[config.mk]
export PLATFORM = sky130hd
export DESIGN_NAME = adcq_top
export DESIGN_NICKNAME = d
export VERILOG_FILES = /design/src/adcq_pkg.sv /design/src/adcq_top.sv /design/src/adcq_conv_timer.sv
export SDC_FILE = /design/constraint.sdc
export NUM_CORES = 1
export LEC_CHECK = 0
export BUFFER_PORTS_ARGS = -buffer_cell sky130_fd_sc_hd__buf_2
export CORE_MARGIN = 5
export CORE_UTILIZATION = 35
export CTS_CLUSTER_SIZE = 24
export DETAILED_ROUTE_END_ITERATION = 16
export GPL_TIMING_DRIVEN = 0
export SLEW_MARGIN = 40
export SYNTH_ARGS = -nofsm -noshare
export SYNTH_HDL_FRONTEND = slang
export SYNTH_HIERARCHICAL = 1
export SYNTH_SLANG_ARGS = --single-unit
[constraint.sdc]
create_clock -name ref_clk -period 6.6 [get_ports ref_clk]
set_input_delay 1.32 -clock ref_clk [delete_from_list [all_inputs] [get_ports ref_clk]]
set_output_delay 1.32 -clock ref_clk [all_outputs]
set_load 0.005 [all_outputs]
[src/adcq_pkg.sv]
package adcq_pkg;

  // bus and result widths
  localparam int ADDR_W = 8;
  localparam int DATA_W = 32;
  localparam int RES_W  = 12;

  // register byte offsets
  localparam logic [ADDR_W-1:0] CTRL_OFS     = 8'h00;
  localparam logic [ADDR_W-1:0] REFCTL_OFS   = 8'h04;
  localparam logic [ADDR_W-1:0] CHAN_OFS     = 8'h08;
  localparam logic [ADDR_W-1:0] MUXCTL_OFS   = 8'h0c;
  localparam logic [ADDR_W-1:0] INTCTL_OFS   = 8'h10;
  localparam logic [ADDR_W-1:0] THRESH_OFS   = 8'h14;
  localparam logic [ADDR_W-1:0] RESULT_OFS   = 8'h18;
  localparam logic [ADDR_W-1:0] STATUS_OFS   = 8'h1c;
  localparam logic [ADDR_W-1:0] MASK_OFS     = 8'h20;
  localparam logic [ADDR_W-1:0] CTRL2_OFS    = 8'h24;
  localparam logic [ADDR_W-1:0] SCAN_OFS     = 8'h28;

  // main control fields
  localparam int CTRL_EN_BIT      = 0;
  localparam int CTRL_START_BIT   = 1;
  localparam int CTRL_FREERUN_BIT = 2;
  localparam int CTRL_SIGNED_BIT  = 3;

  // reference select field
  localparam int               REF_W           = 3;
  localparam logic [REF_W-1:0] REF_RST         = 3'h0;
  localparam logic [REF_W-1:0] REF_HALF_SUPPLY = 3'h1;

  // channel control: gain code 0..6 is 1x..64x
  localparam int                GAIN_W       = 3;
  localparam logic [GAIN_W-1:0] GAIN_RST     = 3'h0;
  localparam logic [GAIN_W-1:0] GAIN_HALF    = 3'h7;
  localparam int                CHAN_GEN_BIT = 3;

  // input mux fields
  localparam int               MUX_W       = 4;
  localparam int               MUX_NEG_LSB = 4;
  localparam logic [MUX_W-1:0] MUX_RST     = 4'h0;
  localparam logic [MUX_W-1:0] NEG_INT_GND = 4'h7;

  // interrupt mode select
  localparam int                 IMODE_W        = 2;
  localparam logic [IMODE_W-1:0] IMODE_COMPLETE = 2'h0;
  localparam logic [IMODE_W-1:0] IMODE_BELOW    = 2'h1;
  localparam logic [IMODE_W-1:0] IMODE_ABOVE    = 2'h2;

  // status and mask layout
  localparam int               STAT_W        = 2;
  localparam int               STAT_DONE_BIT = 0;
  localparam int               STAT_CMP_BIT  = 1;
  localparam logic [STAT_W-1:0] STAT_RST     = 2'h0;

  // defect pattern on gain-stage single conversions
  localparam logic [RES_W-1:0] GAIN_SINGLE_CORRUPT = 12'ha5a;
  localparam logic [RES_W-1:0] RES_RST             = 12'h000;

  // conversion timing: prescale in reference clocks, latency in converter clocks
  localparam int ADC_PRESCALE = 4;
  localparam int ADC_BASE_LAT = 7;
  localparam int GAIN_EXTRA   = 1;

  typedef enum logic [1:0] {
    ST_IDLE = 2'b01,
    ST_CONV = 2'b10
  } adcq_state_type;

endpackage

[src/adcq_top.sv]
// Contract
// - a gain-stage conversion started singly by software or event gives a wrong result.
// - the event output pulses on every completed conversion whatever the interrupt mode.
// - with the gain stage enabled, any gain setting lengthens conversion latency by exactly one converter clock.
// - writes to unimplemented fields or registers act as writes to a reserved address.
// - the half-gain code in the channel gain field is ignored.
// - the half-supply reference code is ignored.
// - the internal-ground negative input code is ignored.
// - the scan register does not exist and no channel sequencing happens.
// - the current limit field of the second control register does nothing.
// - the gain impedance mode bit of the second control register does nothing.
//
// Chosen here: strobed register access and the address map.
`timescale 1ns/1ps
module adcq_top #(
  parameter int PRESCALE = adcq_pkg::ADC_PRESCALE,
  parameter int BASE_LAT = adcq_pkg::ADC_BASE_LAT
) (
  // clock and reset
  input  wire logic                          ref_clk,
  input  wire logic                          rst,
  // register port
  input  wire logic [adcq_pkg::ADDR_W-1:0]   addr,
  input  wire logic [adcq_pkg::DATA_W-1:0]   wr_data,
  input  wire logic                          wr_en,
  input  wire logic                          rd_en,
  output logic      [adcq_pkg::DATA_W-1:0]   rd_data,
  // event system
  input  wire logic                          event_start,
  output logic                               conv_event,
  // interrupt
  output logic                               irq,
  // converter front end
  input  wire logic [adcq_pkg::RES_W-1:0]    analog_code,
  output logic      [adcq_pkg::MUX_W-1:0]    mux_pos,
  output logic      [adcq_pkg::MUX_W-1:0]    mux_neg,
  output logic      [adcq_pkg::GAIN_W-1:0]   gain_sel,
  output logic                               gain_stage_en,
  output logic      [adcq_pkg::REF_W-1:0]    ref_sel,
  output logic                               conv_busy
);
  localparam int LAT_CYC      = PRESCALE * BASE_LAT;
  localparam int LAT_GAIN_CYC = PRESCALE * (BASE_LAT + adcq_pkg::GAIN_EXTRA);
  localparam int CW           = $clog2(LAT_GAIN_CYC + 2);

  adcq_pkg::adcq_state_type state;
  adcq_pkg::adcq_state_type next_state;

  logic                         enable;
  logic                         freerun;
  logic                         signed_mode;
  logic [adcq_pkg::IMODE_W-1:0] imode;
  logic [adcq_pkg::RES_W-1:0]   threshold;
  logic [adcq_pkg::RES_W-1:0]   result;
  logic [adcq_pkg::RES_W-1:0]   next_result;
  logic [adcq_pkg::RES_W-1:0]   code_bad;
  logic [adcq_pkg::STAT_W-1:0]  status;
  logic [adcq_pkg::STAT_W-1:0]  next_status;
  logic [adcq_pkg::STAT_W-1:0]  stat_set;
  logic [adcq_pkg::STAT_W-1:0]  stat_clr;
  logic [adcq_pkg::STAT_W-1:0]  mask;
  logic [adcq_pkg::DATA_W-1:0]  rd_value;
  logic                         sw_start;
  logic                         launch;
  logic                         conv_done;
  logic                         conv_single;
  logic                         conv_gain;
  logic                         below;
  logic                         above;
  logic                         cmp_hit;
  logic [CW-1:0]                cyc_cnt;

  // decode helpers
  logic wr_ctrl;
  logic wr_chan;
  assign wr_ctrl  = wr_en && (addr == adcq_pkg::CTRL_OFS);
  assign wr_chan  = wr_en && (addr == adcq_pkg::CHAN_OFS);
  assign sw_start = wr_ctrl && wr_data[adcq_pkg::CTRL_START_BIT];
  assign code_bad = analog_code ^ adcq_pkg::GAIN_SINGLE_CORRUPT;

  // start sources; free-running restarts whenever idle and enabled
  assign launch = enable && (state == adcq_pkg::ST_IDLE)
                  && (sw_start || event_start || freerun);

  adcq_conv_timer #(
    .PRESCALE (PRESCALE),
    .BASE_LAT (BASE_LAT)
  ) u_timer (
    .ref_clk   (ref_clk),
    .rst       (rst),
    .start     (launch),
    .gain_used (gain_stage_en),
    .done      (conv_done)
  );

  always_comb
  begin
    next_state = state;
    case (state)
      adcq_pkg::ST_IDLE: if (launch) next_state = adcq_pkg::ST_CONV;
      adcq_pkg::ST_CONV: if (conv_done) next_state = adcq_pkg::ST_IDLE;
      default:           next_state = adcq_pkg::ST_IDLE;
    endcase
  end

  always_ff @(posedge ref_clk or posedge rst)
  begin
    if (rst)
    begin
      state     <= adcq_pkg::ST_IDLE;
      conv_busy <= 1'b0;
    end
    else
    begin
      state     <= next_state;
      conv_busy <= (next_state == adcq_pkg::ST_CONV);
    end
  end

  // main control
  always_ff @(posedge ref_clk or posedge rst)
  begin
    if (rst)
    begin
      enable      <= 1'b0;
      freerun     <= 1'b0;
      signed_mode <= 1'b0;
    end
    else if (wr_ctrl)
    begin
      enable      <= wr_data[adcq_pkg::CTRL_EN_BIT];
      freerun     <= wr_data[adcq_pkg::CTRL_FREERUN_BIT];
      signed_mode <= wr_data[adcq_pkg::CTRL_SIGNED_BIT];
    end
  end

  always_ff @(posedge ref_clk or posedge rst)
  begin
    if (rst)
      ref_sel <= adcq_pkg::REF_RST;
    else if (wr_en && (addr == adcq_pkg::REFCTL_OFS)
             && (wr_data[adcq_pkg::REF_W-1:0] != adcq_pkg::REF_HALF_SUPPLY))
      ref_sel <= wr_data[adcq_pkg::REF_W-1:0];
  end

  always_ff @(posedge ref_clk or posedge rst)
  begin
    if (rst)
    begin
      gain_sel      <= adcq_pkg::GAIN_RST;
      gain_stage_en <= 1'b0;
    end
    else if (wr_chan)
    begin
      gain_stage_en <= wr_data[adcq_pkg::CHAN_GEN_BIT];
      if (wr_data[adcq_pkg::GAIN_W-1:0] != adcq_pkg::GAIN_HALF)
        gain_sel <= wr_data[adcq_pkg::GAIN_W-1:0];
    end
  end

  always_ff @(posedge ref_clk or posedge rst)
  begin
    if (rst)
    begin
      mux_pos <= adcq_pkg::MUX_RST;
      mux_neg <= adcq_pkg::MUX_RST;
    end
    else if (wr_en && (addr == adcq_pkg::MUXCTL_OFS))
    begin
      mux_pos <= wr_data[adcq_pkg::MUX_W-1:0];
      if (wr_data[adcq_pkg::MUX_NEG_LSB +: adcq_pkg::MUX_W] != adcq_pkg::NEG_INT_GND)
        mux_neg <= wr_data[adcq_pkg::MUX_NEG_LSB +: adcq_pkg::MUX_W];
    end
  end

  // compare setup and mask
  always_ff @(posedge ref_clk or posedge rst)
  begin
    if (rst)
    begin
      imode     <= adcq_pkg::IMODE_COMPLETE;
      threshold <= adcq_pkg::RES_RST;
      mask      <= adcq_pkg::STAT_RST;
    end
    else if (wr_en)
    begin
      if (addr == adcq_pkg::INTCTL_OFS)
        imode <= wr_data[adcq_pkg::IMODE_W-1:0];
      if (addr == adcq_pkg::THRESH_OFS)
        threshold <= wr_data[adcq_pkg::RES_W-1:0];
      if (addr == adcq_pkg::MASK_OFS)
        mask <= wr_data[adcq_pkg::STAT_W-1:0];
    end
  end

  // how the running conversion was started
  always_ff @(posedge ref_clk or posedge rst)
  begin
    if (rst)
    begin
      conv_single <= 1'b0;
      conv_gain   <= 1'b0;
    end
    else if (launch)
    begin
      conv_single <= !freerun;
      conv_gain   <= gain_stage_en;
    end
  end

  assign next_result = (conv_gain && conv_single) ? code_bad : analog_code;

  assign below = signed_mode ? ($signed(next_result) < $signed(threshold))
                             : (next_result < threshold);
  assign above = signed_mode ? ($signed(next_result) > $signed(threshold))
                             : (next_result > threshold);

  // compare flag from threshold condition only
  assign cmp_hit = conv_done && (((imode == adcq_pkg::IMODE_BELOW) && below)
                              || ((imode == adcq_pkg::IMODE_ABOVE) && above));

  always_comb
  begin
    stat_set = '0;
    stat_set[adcq_pkg::STAT_DONE_BIT] = conv_done;
    stat_set[adcq_pkg::STAT_CMP_BIT]  = cmp_hit;
    stat_clr = '0;
    if (wr_en && (addr == adcq_pkg::STATUS_OFS))
      stat_clr = wr_data[adcq_pkg::STAT_W-1:0];
    // set wins over clear
    next_status = (status & ~stat_clr) | stat_set;
  end

  always_ff @(posedge ref_clk or posedge rst)
  begin
    if (rst)
    begin
      result <= adcq_pkg::RES_RST;
      status <= adcq_pkg::STAT_RST;
      irq    <= 1'b0;
    end
    else
    begin
      if (conv_done)
        result <= next_result;
      status <= next_status;
      irq    <= |(next_status & mask);
    end
  end

  always_ff @(posedge ref_clk or posedge rst)
  begin
    if (rst)
      conv_event <= 1'b0;
    else
      conv_event <= conv_done;
  end

  // reserved and unimplemented locations read zero
  always_comb
  begin
    rd_value = '0;
    case (addr)
      adcq_pkg::CTRL_OFS:
      begin
        rd_value[adcq_pkg::CTRL_EN_BIT]      = enable;
        rd_value[adcq_pkg::CTRL_FREERUN_BIT] = freerun;
        rd_value[adcq_pkg::CTRL_SIGNED_BIT]  = signed_mode;
      end
      adcq_pkg::REFCTL_OFS: rd_value[adcq_pkg::REF_W-1:0] = ref_sel;
      adcq_pkg::CHAN_OFS:
      begin
        rd_value[adcq_pkg::GAIN_W-1:0]   = gain_sel;
        rd_value[adcq_pkg::CHAN_GEN_BIT] = gain_stage_en;
      end
      adcq_pkg::MUXCTL_OFS:
      begin
        rd_value[adcq_pkg::MUX_W-1:0]                      = mux_pos;
        rd_value[adcq_pkg::MUX_NEG_LSB +: adcq_pkg::MUX_W] = mux_neg;
      end
      adcq_pkg::INTCTL_OFS: rd_value[adcq_pkg::IMODE_W-1:0] = imode;
      adcq_pkg::THRESH_OFS: rd_value[adcq_pkg::RES_W-1:0]   = threshold;
      adcq_pkg::RESULT_OFS: rd_value[adcq_pkg::RES_W-1:0]   = result;
      adcq_pkg::STATUS_OFS: rd_value[adcq_pkg::STAT_W-1:0]  = status;
      adcq_pkg::MASK_OFS:   rd_value[adcq_pkg::STAT_W-1:0]  = mask;
      adcq_pkg::CTRL2_OFS:  rd_value = '0;
      default:              rd_value = '0;
    endcase
  end

  always_ff @(posedge ref_clk or posedge rst)
  begin
    if (rst)
      rd_data <= '0;
    else if (rd_en)
      rd_data <= rd_value;
    else
      rd_data <= '0;
  end

  // cycles spent converting, for latency checks
  always_ff @(posedge ref_clk or posedge rst)
  begin
    if (rst)
      cyc_cnt <= '0;
    else if (launch)
      cyc_cnt <= '0;
    else if (state == adcq_pkg::ST_CONV)
      cyc_cnt <= CW'(cyc_cnt + 1'b1);
  end
endmodule

[src/adcq_conv_timer.sv]
`timescale 1ns/1ps
module adcq_conv_timer #(
  parameter int PRESCALE = adcq_pkg::ADC_PRESCALE,
  parameter int BASE_LAT = adcq_pkg::ADC_BASE_LAT
) (
  // clock and reset
  input  wire logic ref_clk,
  input  wire logic rst,
  // control
  input  wire logic start,
  input  wire logic gain_used,
  output logic      done
);
  localparam int PW = $clog2(PRESCALE + 1);
  localparam int LW = $clog2(BASE_LAT + adcq_pkg::GAIN_EXTRA + 1);

  logic [PW-1:0] pre_cnt;
  logic [LW-1:0] tick_cnt;
  logic [LW-1:0] lat_target;
  logic          running;
  logic          tick;

  // converter clock enable, phase restarted at each start
  assign tick = running && (pre_cnt == PW'(PRESCALE - 1));

  always_ff @(posedge ref_clk or posedge rst)
  begin
    if (rst)
    begin
      pre_cnt    <= '0;
      tick_cnt   <= '0;
      lat_target <= '0;
      running    <= 1'b0;
      done       <= 1'b0;
    end
    else if (start)
    begin
      pre_cnt    <= '0;
      tick_cnt   <= '0;
      lat_target <= gain_used ? LW'(BASE_LAT + adcq_pkg::GAIN_EXTRA) : LW'(BASE_LAT);
      running    <= 1'b1;
      done       <= 1'b0;
    end
    else
    begin
      done <= 1'b0;
      if (running)
      begin
        pre_cnt <= tick ? '0 : PW'(pre_cnt + 1'b1);
        if (tick)
        begin
          if (tick_cnt == LW'(lat_target - 1'b1))
          begin
            running <= 1'b0;
            done    <= 1'b1;
          end
          else
          begin
            tick_cnt <= LW'(tick_cnt + 1'b1);
          end
        end
      end
    end
  end

endmodule

==> flow_summary_export.csv <==
group,metric,value,unit
run_status,status,"completed",
setup_path,r2r_slack,4070,ps
sta,relSlewSlack,0.610,
setup_path,max_stage_delay,350,ps
setup_path,r2r-start,"conv_single",
grt,grt_start_max_net_pins,53,
grt,grt_use_total,0.156,
setup_path,cp_max_fo,4,
setup_path,reg2reg_depth,9,
grt,antenna_found_initial,0,
sta,finalSetupTns,0,ps
logic_synthesis,async_flop_share,1.00,
logic_synthesis,yosysUniqueCellTypes,59,
cts,post_cts_buffers,0,
logic_synthesis,synth_top_family_by_area,"simple AND/OR/NAND/NOR gates",
min_path,hp-start,"u_timer/done",
min_path,hold_path_depth,0,
logic_synthesis,synth_edf_count,0,
setup_path,crit_family,"multiplexers",
logic_synthesis,ys.warnings.count,6,
finish,final_cell_mix,"dfrtp_1, buf_2, nor2_1",
logic_synthesis,synth_area,0.00417,mm²
finish,design_area,0.00507,mm²
logic_synthesis,ys_seq_area_frac,0.468,
finish,fin_nets,565,
cts,path_clk_slew,60,ps
logic_synthesis,yosys.area_share.simple,0.153,
logic_synthesis,syn-instance-count,397,
logic_synthesis,ys_dominant_reg_cell,"dfrtp_1",
drt,first_iter_violations,242,
drt,postRouteAntennaNets,0,
logic_synthesis,synth_fa_ha_area_frac,0.0480,
cts,insertion_delay,340,ps
min_path,holdPathEnd,"conv_event",
pwr,peakVddDrop,0.000136,V
setup_path,regToRegEndpoint,"irq",
sta,min_period,2930,ps
place,placed_cell_area,0.00477,mm²
logic_synthesis,ys_ff_latch,78,
sta,tightest_slew,585,ps
setup_path,path_class,"input port to flip-flop",
sta,fin_skew,5.84,ps
place,port_buffers,64,
place,dp_hpwl,8130,µm
floorplan,die_x,119,µm
floorplan,core,0.0116,mm²
cts,cts.repair.resized,0,
cts,clock_path_buffers,2,
floorplan,fp.dieArea,0.0142,mm²
floorplan,die_h,119,µm
finish,diodes,0,
grt,grt_pass1_wl,17600,µm
logic_synthesis,yosys.area.top_type,"dfrtp_1",
grt,grt_pass1_vias,3331,
drt,firstDrtPassIters,4,
pwr,cellPowerDensity,270,mW/mm²
finish,drive_above_1_share,0.298,
place,place_ws,3320,ps
logic_synthesis,synth-compound-area-share,0.138,
setup_path,worst-path-buf-inv,1,
sta,hold_violations,0,
drt,drcViolationCount,0,
logic_synthesis,synth_top_area_frac,0.462,
sta,setup_viol,0,
cts,h-tree-depth,3,
drt,via_count,3236,
setup_path,cp-start-kind,"input port",
drt,routedWlPerCell,16.9,µm
sta,fmax,342,MHz
min_path,hp-class,"flip-flop to flip-flop",
setup_path,critPathSlowestCell,"ha_1",
cts,cts_root_buf,"clkbuf_16",
drt,drt_wl_total,10800,µm
floorplan,num_rows,39,
setup_path,critPathArrivalTime,3140,ps
cts,cts_buffers,9,
finish,final_common_cell,"dfrtp_1",
floorplan,start_util,0.361,
setup_path,cp.required,6820,ps
logic_synthesis,synthTopCellsByArea,"dfrtp_1, ha_1, mux2_2",
drt,routed_via_density,5.06,
sta,finalCritPeriodShare,0.444,
finish,utilization,0.439,
sta,holdWs,402,ps
setup_path,end_kind,"flip-flop",
flow_run,maxCapViolations,0,
logic_synthesis,synth.area.mux_share,0.0954,
setup_path,crit_path_cell_trace,"buf_2, xnor2_1, ha_1, nand4_1, nor2_1, a2bb2oi_1, mux2i_1, mux2i_1, o21ai_1",
sta,slew_violations,0,
sta,grt_setup_unrepaired,"no",
finish,areaGrowthSynthToFinish,21.7,%
logic_synthesis,synthXorXnorAreaFrac,0.0168,
setup_path,crit_cells,9,
cts,postCtsHoldBufs,0,
logic_synthesis,syn_avg_cell_area,10.5,µm²
pwr,leakage,2.53,nW
floorplan,io_pins,107,
place,place.gp.congestion,0.853,
cts,cts.sink_count,78,
setup_path,cp_common_cell,"mux2i_1",
cts,cts_tree,"yes",
grt,gr-total-overflow,0,
sta,fin_ws,3670,ps
==> per-layer routing <==
layer,up-vias,track usage,part of all wire
met4,0,0.0478,0.014
met3,11,0.0441,0.067
met1,1563,0.210,0.46
met5,-,0,0
li1,1548,-,-
met2,114,0.247,0.46
==> registers in the layout (all words and copies together) (netlist names), 3 cells and up <==
signal / count
rd_data: 12
threshold: 12
u_timer/tick_cnt: 4
mux_neg: 4
gain_sel: 3
mux_pos: 4
ref_sel: 3
result: 12
u_timer/pre_cnt: 3
==> cells in the mapped netlist, types with 3 or more instances <==
library cell  instances
a211oi_1              3
a21boi_1              6
a21o_1                4
a21oi_1              20
a22oi_1               9
a31oi_1               4
a32oi_1               3
and3_1                7
buf_2                 3
buf_4                22
buf_6                 3
clkbuf_1              5
dfrtp_1              77
ha_1                 16
inv_1                25
mux2_2               17
mux2_4                7
mux2i_1               9
nand2_1              28
nand2_2               3
nand2b_1              4
nand3_1               6
nand4_1               6
nor2_1               30
nor2b_1               7
nor3_1                8
o21a_1                3
o21ai_0               9
o21ai_1               3
o22a_1                7
o22ai_1               3
xnor2_1               8
==> worst max-delay path by stage <==
stage,start,to,slack [ps]
after floorplan,rst,conv_busy,3600
after global placement,rst,threshold[6],2690
after detailed placement,addr[4],u_timer/lat_target[2],3320
after CTS,addr[4],u_timer/lat_target[2],3670
after global routing,analog_code[11],irq,3510
final,analog_code[11],irq,3670
==> power by group <==
group	internal, mW	switching [mW]	total [mW]
Sequential	0.558	0.0596	0.618
Clock	0.302	0.201	0.503
Combinational	0.119	0.129	0.248
==> area by class of cell <==
type	instances	area (µm²)
plain buffers	34	238
clock inverters	6	61.3
multi-input cells	279	1960
clock buffers	10	239
fillers	1116	6490
flip-flops and latches	78	1950
well taps	143	179
repair buffers	65	348
inverters	25	98.8
==> worst reg2reg max path: cells and delay by family, from the launching register on <==
kind / cells / cell delay (ps)
fa+ha+maj: 1 / 350
xor+xnor: 1 / 230
compound gates: 2 / 310
flops: 1 / 340
mux: 2 / 610
simple gates: 3 / 560
==> cell families (layout without fill, tap and decap cells) <==
family / after synthesis / after routing
compound gates: 85 / 85
flops: 78 / 78
mux: 34 / 34
buf+inv: 59 / 140
fa+ha+maj: 16 / 16
other cells: 1 / 20
xor+xnor: 8 / 8
simple gates: 116 / 116
==> per-stage QoR <==
stage               power, mW  std cells
floorplan               0.790        416
global placement        0.854        623
detailed placement      0.871        624
CTS                      1.38        640
global route             1.44        640
finish                   1.37        640
Note: power is estimated with default switching activity, not from simulation.
